<file path="src/pkg/bpp_cfg.svh">
`ifndef BPP_CFG_SVH
`define BPP_CFG_SVH

// Register offsets: first port at base, second port one block above
`define BPP_PORT_STRIDE   12'h100
`define BPP_OFS_DATA      12'h000
`define BPP_OFS_OE        12'h004
`define BPP_OFS_FSEL      12'h008
`define BPP_OFS_OD        12'h028
`define BPP_OFS_PUP       12'h02C
`define BPP_OFS_IE        12'h038
`define BPP_ADDR_BITS     12
// Address bit that picks the port block, and the end of the mapped span
`define BPP_PORT_SEL_BIT  8
`define BPP_ADDR_SPAN     12'h200
`define BPP_PIN_RESET     8'h00
`define BPP_PORT_BITS     8

`endif

</file>
<file path="src/pkg/bpp_pkg.sv">
package bpp_pkg;

    // Per-pin controls of one port
    typedef struct packed {
        logic [7:0] data;
        logic [7:0] oe;
        logic [7:0] fsel;
        logic [7:0] od;
        logic [7:0] pup;
        logic [7:0] ie;
    } bpp_port_cfg_t;

    // Pad-side drive of one port
    typedef struct packed {
        logic [7:0] out;
        logic [7:0] oe;
        logic [7:0] pup;
        logic [7:0] ie;
    } bpp_pad_drv_t;

    // Register selected by an access
    typedef enum logic [2:0] {
        BPP_REG_DATA,
        BPP_REG_OE,
        BPP_REG_FSEL,
        BPP_REG_OD,
        BPP_REG_PUP,
        BPP_REG_IE,
        BPP_REG_NONE
    } bpp_reg_t;

endpackage

</file>
<file path="src/verilog/bpp_pin_mux.sv">
`timescale 1ns/100ps
`default_nettype none

module bpp_pin_mux
    import bpp_pkg::*;
#(
    parameter int WIDTH = 8
) (
    // Port configuration
    input  wire bpp_port_cfg_t cfg,
    // External bus controller side
    input  wire logic [WIDTH-1:0] bus_out,
    input  wire logic [WIDTH-1:0] bus_oe,
    // Pad input and resulting drive
    input  wire logic [WIDTH-1:0] pad_in,
    output var bpp_pad_drv_t      drv,
    output logic [WIDTH-1:0]      pin_in
);

    logic [WIDTH-1:0] val;
    logic [WIDTH-1:0] en;

    always_comb begin
        // Bus controller takes over selected pins
        val = (cfg.fsel & bus_out) | (~cfg.fsel & cfg.data);
        en  = (cfg.fsel & bus_oe) | (~cfg.fsel & cfg.oe);
        // Open drain: drive only when value is low
        drv.oe  = en & ~(cfg.od & val);
        drv.out = val & ~cfg.od;
        drv.pup = cfg.pup;
        drv.ie  = cfg.ie;
        pin_in  = pad_in & cfg.ie;
    end

endmodule // bpp_pin_mux

`default_nettype wire

</file>
<file path="src/verilog/bpp_port_pair.sv">
// Notes on behaviour
// - Each port has eight pins, each bit configured on its own.
// - Reset makes every pin general purpose, input, output and pull-up off.
// - Function-select 0 gives pin to port I/O, 1 to alternate function.
// - First port bit n carries external bus data/address bit n when selected.
// - Second port can also serve the external bus through its alternate function.
// - Open-drain bit 0 gives push-pull, 1 gives low-only drive.
// - Pull-up bit 1 enables internal pull-up, 0 disables it.
// - Input bit 1 enables the input path, 0 disables it.
// - Second port registers at 0x0, 0x4, 0x8, 0x28, 0x2C, 0x38 from its base.
// - Bits 7..0 read/write; bits 31..8 read as zero.
// - Second port bit n carries external bus bit n+8 when selected.
// - Output-enable bit 1 enables the driver, 0 disables it.
`timescale 1ns/100ps
`default_nettype none
`include "bpp_cfg.svh"

module bpp_port_pair
    import bpp_pkg::*;
#(
    parameter int PORTS = 2
) (
    // System
    input  wire logic        clock,
    input  wire logic        nrst,
    // Wishbone slave
    input  wire logic        wb_cyc_i,
    input  wire logic        wb_stb_i,
    input  wire logic        wb_we_i,
    input  wire logic [11:0] wb_adr_i,
    input  wire logic [3:0]  wb_sel_i,
    input  wire logic [31:0] wb_dat_i,
    output logic [31:0]      wb_dat_o,
    output logic             wb_ack_o,
    // External bus controller, 16 bits
    input  wire logic [15:0] ext_bus_data_out,
    input  wire logic [15:0] ext_bus_data_oe,
    output logic [15:0]      ext_bus_data_in,
    // Pads: first port in low byte, second in high byte
    input  wire logic [15:0] pad_in,
    output logic [15:0]      pad_out,
    output logic [15:0]      pad_oe,
    output logic [15:0]      pad_pullup,
    output logic [15:0]      pad_in_en
);

    ////////////////////////////////////////////////////////////////////////
    // Register decode

    bpp_port_cfg_t cfg_q [PORTS];
    logic          ack_q;
    logic [31:0]   rdat_q;
    logic [15:0]   pin_in;
    bpp_pad_drv_t  drv [PORTS];

    function automatic bpp_reg_t decode(input logic [11:0] adr);
        logic [11:0] ofs;
        ofs = adr & (`BPP_PORT_STRIDE - 12'h001);
        case (ofs)
            `BPP_OFS_DATA: decode = BPP_REG_DATA;
            `BPP_OFS_OE:   decode = BPP_REG_OE;
            `BPP_OFS_FSEL: decode = BPP_REG_FSEL;
            `BPP_OFS_OD:   decode = BPP_REG_OD;
            `BPP_OFS_PUP:  decode = BPP_REG_PUP;
            `BPP_OFS_IE:   decode = BPP_REG_IE;
            default:       decode = BPP_REG_NONE;
        endcase
    endfunction

    function automatic logic port_idx(input logic [11:0] adr);
        port_idx = adr[`BPP_PORT_SEL_BIT];
    endfunction

    logic     req;
    bpp_reg_t rsel;
    logic     pidx;
    logic     in_range;

    always_comb begin
        req      = wb_cyc_i && wb_stb_i && !ack_q;
        rsel     = decode(wb_adr_i);
        pidx     = port_idx(wb_adr_i);
        // Only two port blocks exist; higher blocks are unmapped
        in_range = (wb_adr_i < `BPP_ADDR_SPAN);
    end

    ////////////////////////////////////////////////////////////////////////
    // Bus handshake: one wait state, ack for one cycle

    always_ff @(posedge clock) begin
        if (!nrst) begin
            ack_q <= 1'b0;
        end else begin
            ack_q <= req;
        end
    end

    ////////////////////////////////////////////////////////////////////////
    // Configuration registers

    always_ff @(posedge clock) begin
        if (!nrst) begin
            for (int p = 0; p < PORTS; p++) begin
                cfg_q[p] <= '{default: `BPP_PIN_RESET};
            end
        end else if (req && wb_we_i && wb_sel_i[0] && in_range) begin
            case (rsel)
                BPP_REG_DATA: cfg_q[pidx].data <= wb_dat_i[7:0];
                BPP_REG_OE:   cfg_q[pidx].oe   <= wb_dat_i[7:0];
                BPP_REG_FSEL: cfg_q[pidx].fsel <= wb_dat_i[7:0];
                BPP_REG_OD:   cfg_q[pidx].od   <= wb_dat_i[7:0];
                BPP_REG_PUP:  cfg_q[pidx].pup  <= wb_dat_i[7:0];
                BPP_REG_IE:   cfg_q[pidx].ie   <= wb_dat_i[7:0];
                default: ;
            endcase
        end
    end

    ////////////////////////////////////////////////////////////////////////
    // Read data; unmapped addresses read zero but still ack

    always_ff @(posedge clock) begin
        if (!nrst) begin
            rdat_q <= 32'h0000_0000;
        end else if (req && !wb_we_i) begin
            rdat_q <= 32'h0000_0000;
            if (in_range) begin
                case (rsel)
                    BPP_REG_DATA: rdat_q[7:0] <= pidx ? pin_in[15:8] : pin_in[7:0];
                    BPP_REG_OE:   rdat_q[7:0] <= cfg_q[pidx].oe;
                    BPP_REG_FSEL: rdat_q[7:0] <= cfg_q[pidx].fsel;
                    BPP_REG_OD:   rdat_q[7:0] <= cfg_q[pidx].od;
                    BPP_REG_PUP:  rdat_q[7:0] <= cfg_q[pidx].pup;
                    BPP_REG_IE:   rdat_q[7:0] <= cfg_q[pidx].ie;
                    default: ;
                endcase
            end
        end
    end

    assign wb_dat_o = rdat_q;
    assign wb_ack_o = ack_q;

    ////////////////////////////////////////////////////////////////////////
    // Pin muxing: port 0 carries bus bits 7..0, port 1 bits 15..8

    for (genvar p = 0; p < PORTS; p++) begin : g_port
        bpp_pin_mux #(
            .WIDTH (`BPP_PORT_BITS)
        ) u_mux (
            .cfg     (cfg_q[p]),
            .bus_out (ext_bus_data_out[p*8 +: 8]),
            .bus_oe  (ext_bus_data_oe[p*8 +: 8]),
            .pad_in  (pad_in[p*8 +: 8]),
            .drv     (drv[p]),
            .pin_in  (pin_in[p*8 +: 8])
        );
    end

    // Registered pad drive so every output comes from a flop
    always_ff @(posedge clock) begin
        if (!nrst) begin
            pad_out         <= 16'h0000;
            pad_oe          <= 16'h0000;
            pad_pullup      <= 16'h0000;
            pad_in_en       <= 16'h0000;
            ext_bus_data_in <= 16'h0000;
        end else begin
            pad_out         <= {drv[1].out, drv[0].out};
            pad_oe          <= {drv[1].oe, drv[0].oe};
            pad_pullup      <= {drv[1].pup, drv[0].pup};
            pad_in_en       <= {drv[1].ie, drv[0].ie};
            // Bus sees the pin only where the function and input are enabled
            ext_bus_data_in <= pin_in & {cfg_q[1].fsel, cfg_q[0].fsel};
        end
    end

    ////////////////////////////////////////////////////////////////////////
    // Checks

    // Bus handshake and register access
    chk_ack_one_cycle: assert property (@(posedge clock) disable iff (!nrst)
        wb_ack_o |=> !wb_ack_o) else $error("ack held over two cycles");

    chk_ack_after_req: assert property (@(posedge clock) disable iff (!nrst)
        (wb_cyc_i && wb_stb_i && !wb_ack_o) |=> wb_ack_o) else $error("no ack after request");

    chk_upper_zero: assert property (@(posedge clock) disable iff (!nrst)
        wb_ack_o |-> wb_dat_o[31:8] == 24'h000000) else $error("upper read bits nonzero");

    chk_unmapped_zero: assert property (@(posedge clock) disable iff (!nrst)
        (wb_ack_o && !wb_we_i && !$past(in_range)) |-> wb_dat_o == 32'h0000_0000)
        else $error("unmapped read nonzero");

    chk_fsel_read: assert property (@(posedge clock) disable iff (!nrst)
        (wb_ack_o && !wb_we_i && $past(rsel) == BPP_REG_FSEL && $past(in_range))
        |-> wb_dat_o[7:0] == $past(pidx ? cfg_q[1].fsel : cfg_q[0].fsel)) else $error("fsel readback wrong");

    chk_write_lands: assert property (@(posedge clock) disable iff (!nrst)
        (req && wb_we_i && wb_sel_i[0] && in_range && rsel == BPP_REG_DATA && !pidx)
        |=> cfg_q[0].data == $past(wb_dat_i[7:0])) else $error("data write lost");

    ////////////////////////////////////////////////////////////////////////
    // Reset and input path

    chk_reset_quiet: assert property (@(posedge clock)
        !nrst |=> (pad_oe == 16'h0000 && pad_pullup == 16'h0000 && pad_in_en == 16'h0000))
        else $error("pins active after reset");

    chk_ie_gate: assert property (@(posedge clock) disable iff (!nrst)
        (wb_ack_o && !wb_we_i && $past(rsel) == BPP_REG_DATA && $past(in_range) && !$past(pidx))
        |-> (wb_dat_o[7:0] & ~cfg_q[0].ie) == 8'h00) else $error("disabled input read nonzero");

    chk_ie_gate_hi: assert property (@(posedge clock) disable iff (!nrst)
        (wb_ack_o && !wb_we_i && $past(rsel) == BPP_REG_DATA && $past(in_range) && $past(pidx))
        |-> (wb_dat_o[7:0] & ~cfg_q[1].ie) == 8'h00) else $error("disabled input read nonzero");

    chk_ie_follow: assert property (@(posedge clock) disable iff (!nrst)
        1'b1 |=> pad_in_en == {$past(cfg_q[1].ie), $past(cfg_q[0].ie)})
        else $error("input enable not following control");

    chk_pup_follow: assert property (@(posedge clock) disable iff (!nrst)
        1'b1 |=> pad_pullup == {$past(cfg_q[1].pup), $past(cfg_q[0].pup)})
        else $error("pull-up not following control");

    // The bus controller only ever sees pins that are both selected and enabled
    chk_ext_in_gate: assert property (@(posedge clock) disable iff (!nrst)
        1'b1 |=> ext_bus_data_in == $past(pad_in & {cfg_q[1].ie, cfg_q[0].ie} & {cfg_q[1].fsel, cfg_q[0].fsel}))
        else $error("bus input not gated");

    ////////////////////////////////////////////////////////////////////////
    // Drive path

    chk_od_no_high: assert property (@(posedge clock) disable iff (!nrst)
        (cfg_q[0].od[0] && $stable(cfg_q[0].od[0])) |=> !(pad_oe[0] && pad_out[0]))
        else $error("open drain drove high");

    chk_pushpull_high: assert property (@(posedge clock) disable iff (!nrst)
        (!cfg_q[0].od[3] && !cfg_q[0].fsel[3] && cfg_q[0].oe[3] && cfg_q[0].data[3])
        |=> (pad_oe[3] && pad_out[3])) else $error("push-pull did not drive high");

    chk_bus_takeover: assert property (@(posedge clock) disable iff (!nrst)
        (cfg_q[1].fsel[0] && !cfg_q[1].od[0]) |=> pad_oe[8] == $past(ext_bus_data_oe[8]))
        else $error("bus enable not on second port pin");

    chk_bus_value_hi: assert property (@(posedge clock) disable iff (!nrst)
        (cfg_q[1].fsel[7] && !cfg_q[1].od[7] && ext_bus_data_oe[15])
        |=> pad_out[15] == $past(ext_bus_data_out[15])) else $error("bus bit 15 not on second port");

    chk_bus_value_lo: assert property (@(posedge clock) disable iff (!nrst)
        (cfg_q[0].fsel[0] && !cfg_q[0].od[0] && ext_bus_data_oe[0])
        |=> pad_out[0] == $past(ext_bus_data_out[0])) else $error("bus bit 0 not on first port");

    chk_gpio_value: assert property (@(posedge clock) disable iff (!nrst)
        (!cfg_q[0].fsel[2] && !cfg_q[0].od[2]) |=> pad_out[2] == $past(cfg_q[0].data[2]))
        else $error("port latch not on pin");

    chk_gpio_oe: assert property (@(posedge clock) disable iff (!nrst)
        (!cfg_q[0].fsel[1] && !cfg_q[0].od[1]) |=> pad_oe[1] == $past(cfg_q[0].oe[1]))
        else $error("port output enable not applied");

    chk_gpio_oe_hi: assert property (@(posedge clock) disable iff (!nrst)
        (!cfg_q[1].fsel[5] && !cfg_q[1].od[5]) |=> pad_oe[13] == $past(cfg_q[1].oe[5]))
        else $error("second port output enable not applied");

endmodule // bpp_port_pair

`default_nettype wire

</file>
<file path="config.mk">
export PLATFORM = sky130hd
export DESIGN_NAME = bpp_port_pair
export DESIGN_NICKNAME = d
export VERILOG_FILES = /design/src/pkg/bpp_pkg.sv /design/src/verilog/bpp_pin_mux.sv /design/src/verilog/bpp_port_pair.sv
export VERILOG_INCLUDE_DIRS = /design/src /design/src/pkg
export SDC_FILE = /design/constraint.sdc
export NUM_CORES = 1
export LEC_CHECK = 0
export BUFFER_PORTS_ARGS = -buffer_cell sky130_fd_sc_hd__buf_2
export CAP_MARGIN = 10
export CORE_MARGIN = 8
export CORE_UTILIZATION = 47
export DETAILED_ROUTE_END_ITERATION = 12
export MAX_ROUTING_LAYER = met4
export PLACE_DENSITY = 0.82
export REMOVE_ABC_BUFFERS = 1
export SLEW_MARGIN = 10
export SYNTH_ARGS = -nofsm -noshare
export SYNTH_HDL_FRONTEND = slang
export SYNTH_SLANG_ARGS = --single-unit
</file>
<file path="constraint.sdc">
create_clock -name clock -period 3.5 [get_ports clock]
set_input_delay 0.7 -clock clock [delete_from_list [all_inputs] [get_ports clock]]
set_output_delay 0.7 -clock clock [all_outputs]
set_load 0.05 [all_outputs]
</file>
# After elaboration in Yosys (flattened, before gate mapping)
# Memory sizes are Yosys's and may differ from the RTL's.
# Cells that the tools add are included.
[totals]
memories = 1
out_inout_bits = 113
regBits = 89
in_bits = 101
ramBits = 96
[classes]
reduce_logical = 11
n_bitwise = 27
n_eq_ne = 10
mux = 32
order_cmp = 1
[mem_list]
columns = ["memory", "words", "width", "rd", "rd_ports_with_merged_regs", "wr", "line", "source"]
rows = [
  ["cfg_q", 2, 48, 3, 0, 2, "bpp_port_pair.sv:50", "bpp_port_cfg_t cfg_q [PORTS];"],
]
[op_table]
columns = ["cell", "n"]
rows = [
  ["bitwise AND 8 bit", 16],
  ["2-to-1 mux 48 bit", 1],
  ["inverter 8 bit", 6],
  ["case mux 8 bit (6 select lines)", 1],
  ["OR reduction 48 bit", 1],
  ["OR 8 bit", 4],
  ["2-to-1 mux 1 bit", 26],
  ["equality test 8 x 6 -> 1 bit (second input constant)", 3],
  ["case mux 3 bit (6 select lines)", 1],
  ["bitwise AND 16 bit", 1],
  ["2-to-1 mux 8 bit", 2],
  ["logical NOT 12 bit", 1],
  ["less-than comparator 12 x 10 -> 1 bit (second input constant)", 1],
  ["equality test 8 x 3 -> 1 bit (second input constant)", 1],
  ["equality test 8 x 4 -> 1 bit (second input constant)", 1],
  ["equality test 3 x 2 -> 1 bit (second input constant)", 2],
  ["equality test 3 bit (second input constant)", 2],
  ["logical AND 1 bit", 6],
  ["2-to-1 mux 6 bit", 1],
  ["equality test 3 x 1 -> 1 bit (second input constant)", 1],
  ["logical NOT 3 bit", 1],
  ["logical NOT 1 bit", 2],
]

# Logic depth before layout (Yosys ltp)
[logic_depth]
ltp_word = 10
ltp_mapped = 11
mapped_depth_nobuf = 9

# Hierarchy
# A second synthesis with hierarchy kept.
[unflattened]
cells_unflattened = 703
area_unflattened_um2 = 8279.2
[by_module_without_submodules]
columns = ["module", "area_each_um2", "seq_area_each_um2", "n_inst", "cells_each"]
rows = [
  ["bpp_port_pair", 7338.3, 4664.5, 1, 559],
  ["bpp_pin_mux", 470.5, 0.0, 2, 72],
]

# Worst setup path before layout
# No wires, ideal clock.
[synth_path]
path_type = "input port to flip-flop"
from = "input port wb_adr_i[1]"
to = "memory cfg_q[1][0] in the netlist's numbering, enable pin"
path_stages = 9
setup_slack_ps = -110
t_arrival_ps = 3226
setup_time_ps = 384
path_buffers = 2
t_required_ps = 3116
path_cell_list = "or4_4 nor2_2 nand3b_1 ha_1 nand4bb_1 clkbuf_1 or3_1 buf_2 o21ai_0"
[synth_lines]
columns = ["element", "line", "source"]
rows = [
  ["start: declaration", "bpp_port_pair.sv:30", "input wire logic [11:0] wb_adr_i,"],
  ["end: declaration", "bpp_port_pair.sv:50", ""],
]

==> qor.txt <==
initial antenna violation count: 1
WHS: 475 ps
Avg WL per Cell: 20.5 um
Avg Inst Size Synth: 12.1 sq um
Initial DRC Count: 563
Slew @ Worst Pin: 752 ps
fraction of registers with async set/reset: 0%
number of setup violations in the final report: 0
CP Class: in2reg
first-pass GRT wire length: 33,100 um
die width: 145 um
hold_sp: cfg_q[0][22]
cell area after synthesis: 7830 sq um
vias in the first global route: 5,788
DRT Pass-1 Iters: 6
Post-synth EDFFs: 96
r2r startpoint: wb_ack_o
Worst-path clk slew: 70 ps
TritonCTS buffer count: 17
area of the multi-input gates: 2910 sq um
PD cells: 492 nW/um^2
Max FO, Critical Path: 8
Register Area: 4660 sq um
Root Buffer: clkbuf_16
DP HPWL: 15,900 um
post-synthesis register bit count: 185
Layout Skew: 6.67 ps
slowest stage delay, CP: 560 ps
Die Height: 145 um
Top FF cell, synth: edfxtp_1
Sink Count: 185
Initial Util: 47.7%
Clock Path Buffers: 2
Synth top area share: 36.8%
Layout area overhead: 21.5%
PortBufs: 162
Worst setup EP type: flop
Period minus WS final: 2960 ps
CP top delay family: simple AND/OR/NAND/NOR gates
slew margin rel.: 49.5%
FP Rows: 47
die area: 21,000 sq um
pin count of the biggest net entering global routing: 50
Placer Congestion: 0.883
TritonCTS clock tree: done
core area: 16,400 sq um
final worst path period share: 84.7%
cell taking the most area after synthesis: edfxtp_1
WHS Endpoint: pad_out[6]
Final Cell Area: 9510 sq um
post_cts resized: 0
outcome: complete, no violations
Slowest cell on crit path: or4_4
critical path startpoint category: input pin
Post-Synth Simple-Gate Area: 18.5%
Compound-Gate Fraction of Synth Area: 8.09%
IO Pins: 214
post-synthesis cell type count: 51
vias per cell: 5.45
postcts setup bufs: 0
htree depth: 4
Worst R2R Setup Slack: 1210 ps
RSZ-0062 raised after global routing: no
post-synthesis mux area share: 9.06%
max-cap violations: 0
Mapped Cells: 645
count of final hold-check violations: 0
register area share after synthesis: 59.6%
worst vdd ir: 0.379 mV
Pins Over Slew Limit: 0
cts hold-fix bufs: 0
Leak: 0.00417 uW
crit path DAT: 3110 ps
worst path bufs/invs: 2
GRT Resource Usage Total: 21.0%
reg2reg path depth: 6
largest cells by area after synthesis: edfxtp_1 (37%), dfxtp_1 (23%), and2_1 (9.6%)
Hold Crit Depth: 1
Critical Path RT: 3650 ps
grt total ovfl: 0
layout net count: 931
drt drc: 0
FILL cells: 1,343
Hold WC Path Type: reg2reg
crit-path cells: buf_2 > or4_4 > nor2_2 > nand3b_1 > ha_1 > nand4bb_1 > or3_1 > o21ai_0 > buf_4
largest family of logic cells by synthesized area: simple AND/OR/NAND/NOR gates
area share of fa/ha/maj cells after synthesis: 0.288%
reg-to-reg endpoint: cfg_q[0][37]
Max Freq: 337 MHz
layout cells sized above 1: 30.6%
xor and xnor area share after synthesis: 0.112%
WL final: 21,800 um
Clock Latency Late Sink: 430 ps
placed instance area: 8960 sq um
YS warnings: 0
post-route antenna net violation count: 0
DR vias: 5,790
-- cells in the mapped netlist, types with 2 or more instances --
library cell  number
and2_1           120
edfxtp_1          96
dfxtp_1           89
mux2i_1           54
o21ai_0           28
and3_1            24
buf_4             24
clkbuf_1          22
a211oi_1          19
o22ai_1           16
mux2_2            15
nor3b_1           15
nor2b_1           12
nor2_1            11
a21oi_1           10
buf_2              9
nand2_1            9
nand2b_1           7
nand3_1            5
nor3_1             5
a221oi_1           4
inv_1              4
o21bai_1           4
o311ai_0           4
a32oi_1            3
buf_1              3
nor2_2             3
o221a_2            3
or3_1              3
nand4b_1           2
nor4_4             2
-- through the flow --
step                setup slack [ps]  utilization [%]  total power, uW  std cells  setup TNS [ps]
finish                           536             58.0             4680       1063               0
global route                     472             58.0             4820       1063               0
CTS                              572             58.0             4690       1062               0
detailed placement               119             54.6             2930       1030               0
global placement                 147             54.6             2920       1030               0
floorplan                       -357                -             2730        610           -5630
-- flip-flops by register name, indices dropped and copies added, names as in the netlist --
register / count
ext_bus_data_in: 16
pad_oe: 16
pad_in_en: 16
wb_ack_o: 1
pad_pullup: 16
wb_dat_o: 8
pad_out: 16
cfg_q: 96
-- cell type report --
| type | instances | area share (%) |
|---|---|---|
| inverters | 5 | 0.197 |
| well taps | 220 | 2.89 |
| multi-input cells | 420 | 30.6 |
| diodes | 1 | 0.0263 |
| clock inverters | 9 | 0.645 |
| clock buffers | 23 | 5.08 |
| flip-flops and latches | 185 | 49.0 |
| repair buffers | 200 | 11.5 |
-- power by group --
group	internal, uW	switching, uW
combinational	136	349
sequential	2350	45.6
clock	981	817
total	3470	1210
-- worst register-to-register path, stage by stage (launching register included) --
cell and delay [ps]:
dfxtp_1 320, nand4b_1 270, nor4_4 300, buf_4 260, nand2_1 230, nor2_1 570, and2_1 220
-- cell usage in the layout, fill, tap and decap left out, drive strengths merged, types with 2 or more instances in the layout --
| cell | Yosys | layout |
|---|---|---|
| a211oi | 19 | 19 |
| dfxtp | 89 | 89 |
| a21oi | 10 | 10 |
| a32oi | 3 | 3 |
| conb | 1 | 24 |
| edfxtp | 96 | 96 |
| buf | 36 | 200 |
| nand3 | 6 | 6 |
| mux2i | 54 | 54 |
| or4 | 2 | 2 |
| nand4b | 2 | 2 |
| o311ai | 4 | 4 |
| and2 | 120 | 120 |
| nor2 | 14 | 14 |
| clkinv | 0 | 4 |
| or3 | 3 | 3 |
| nor4 | 2 | 2 |
| nor3 | 5 | 5 |
| clkbuf | 22 | 23 |
| o21ai | 28 | 28 |
| mux2 | 15 | 15 |
| o221a | 3 | 3 |
| nor3b | 15 | 15 |
| and3 | 24 | 24 |
| nand2 | 9 | 9 |
| nor2b | 12 | 12 |
| o21bai | 4 | 4 |
| a221oi | 4 | 4 |
| o22ai | 16 | 16 |
| nand2b | 7 | 7 |
| inv | 5 | 10 |
-- how the worst max path moves through the flow --
stage / from / end / slack, ps / cells past startpoint
finish: wb_adr_i[1] / cfg_q[0][7] / 540 / 9
global route: wb_adr_i[1] / cfg_q[1][7] / 470 / 9
CTS: wb_adr_i[1] / cfg_q[0][7] / 570 / 9
detailed placement: wb_adr_i[1] / cfg_q[0][4] / 120 / 9
global placement: wb_adr_i[1] / cfg_q[0][4] / 150 / 9
floorplan: wb_adr_i[1] / cfg_q[1][0] / -360 / 7
-- logic make-up (layout without fill, tap and decap cells) --
logic type      after synthesis  count (layout)
other cells                   1              25
compound gates               96              96
flops                       185             185
mux                          69              69
simple gates                228             228
fa+ha+maj                     2               2
xor+xnor                      1               1
buf+inv                      63             237
-- per-layer routing --
layer | part of all wire [%] | vias to the layer above | routed length, um | track usage [%]
met1 | 40 | 2753 | 8710 | 24.7
met2 | 48 | 319 | 10400 | 32.7
met5 | 0 | - | 0 | -
met3 | 8.5 | 64 | 1850 | 5.38
met4 | 3.7 | 0 | 807 | 11.0
li1 | - | 2654 | - | -
Note: power is estimated with default switching activity, not from simulation.
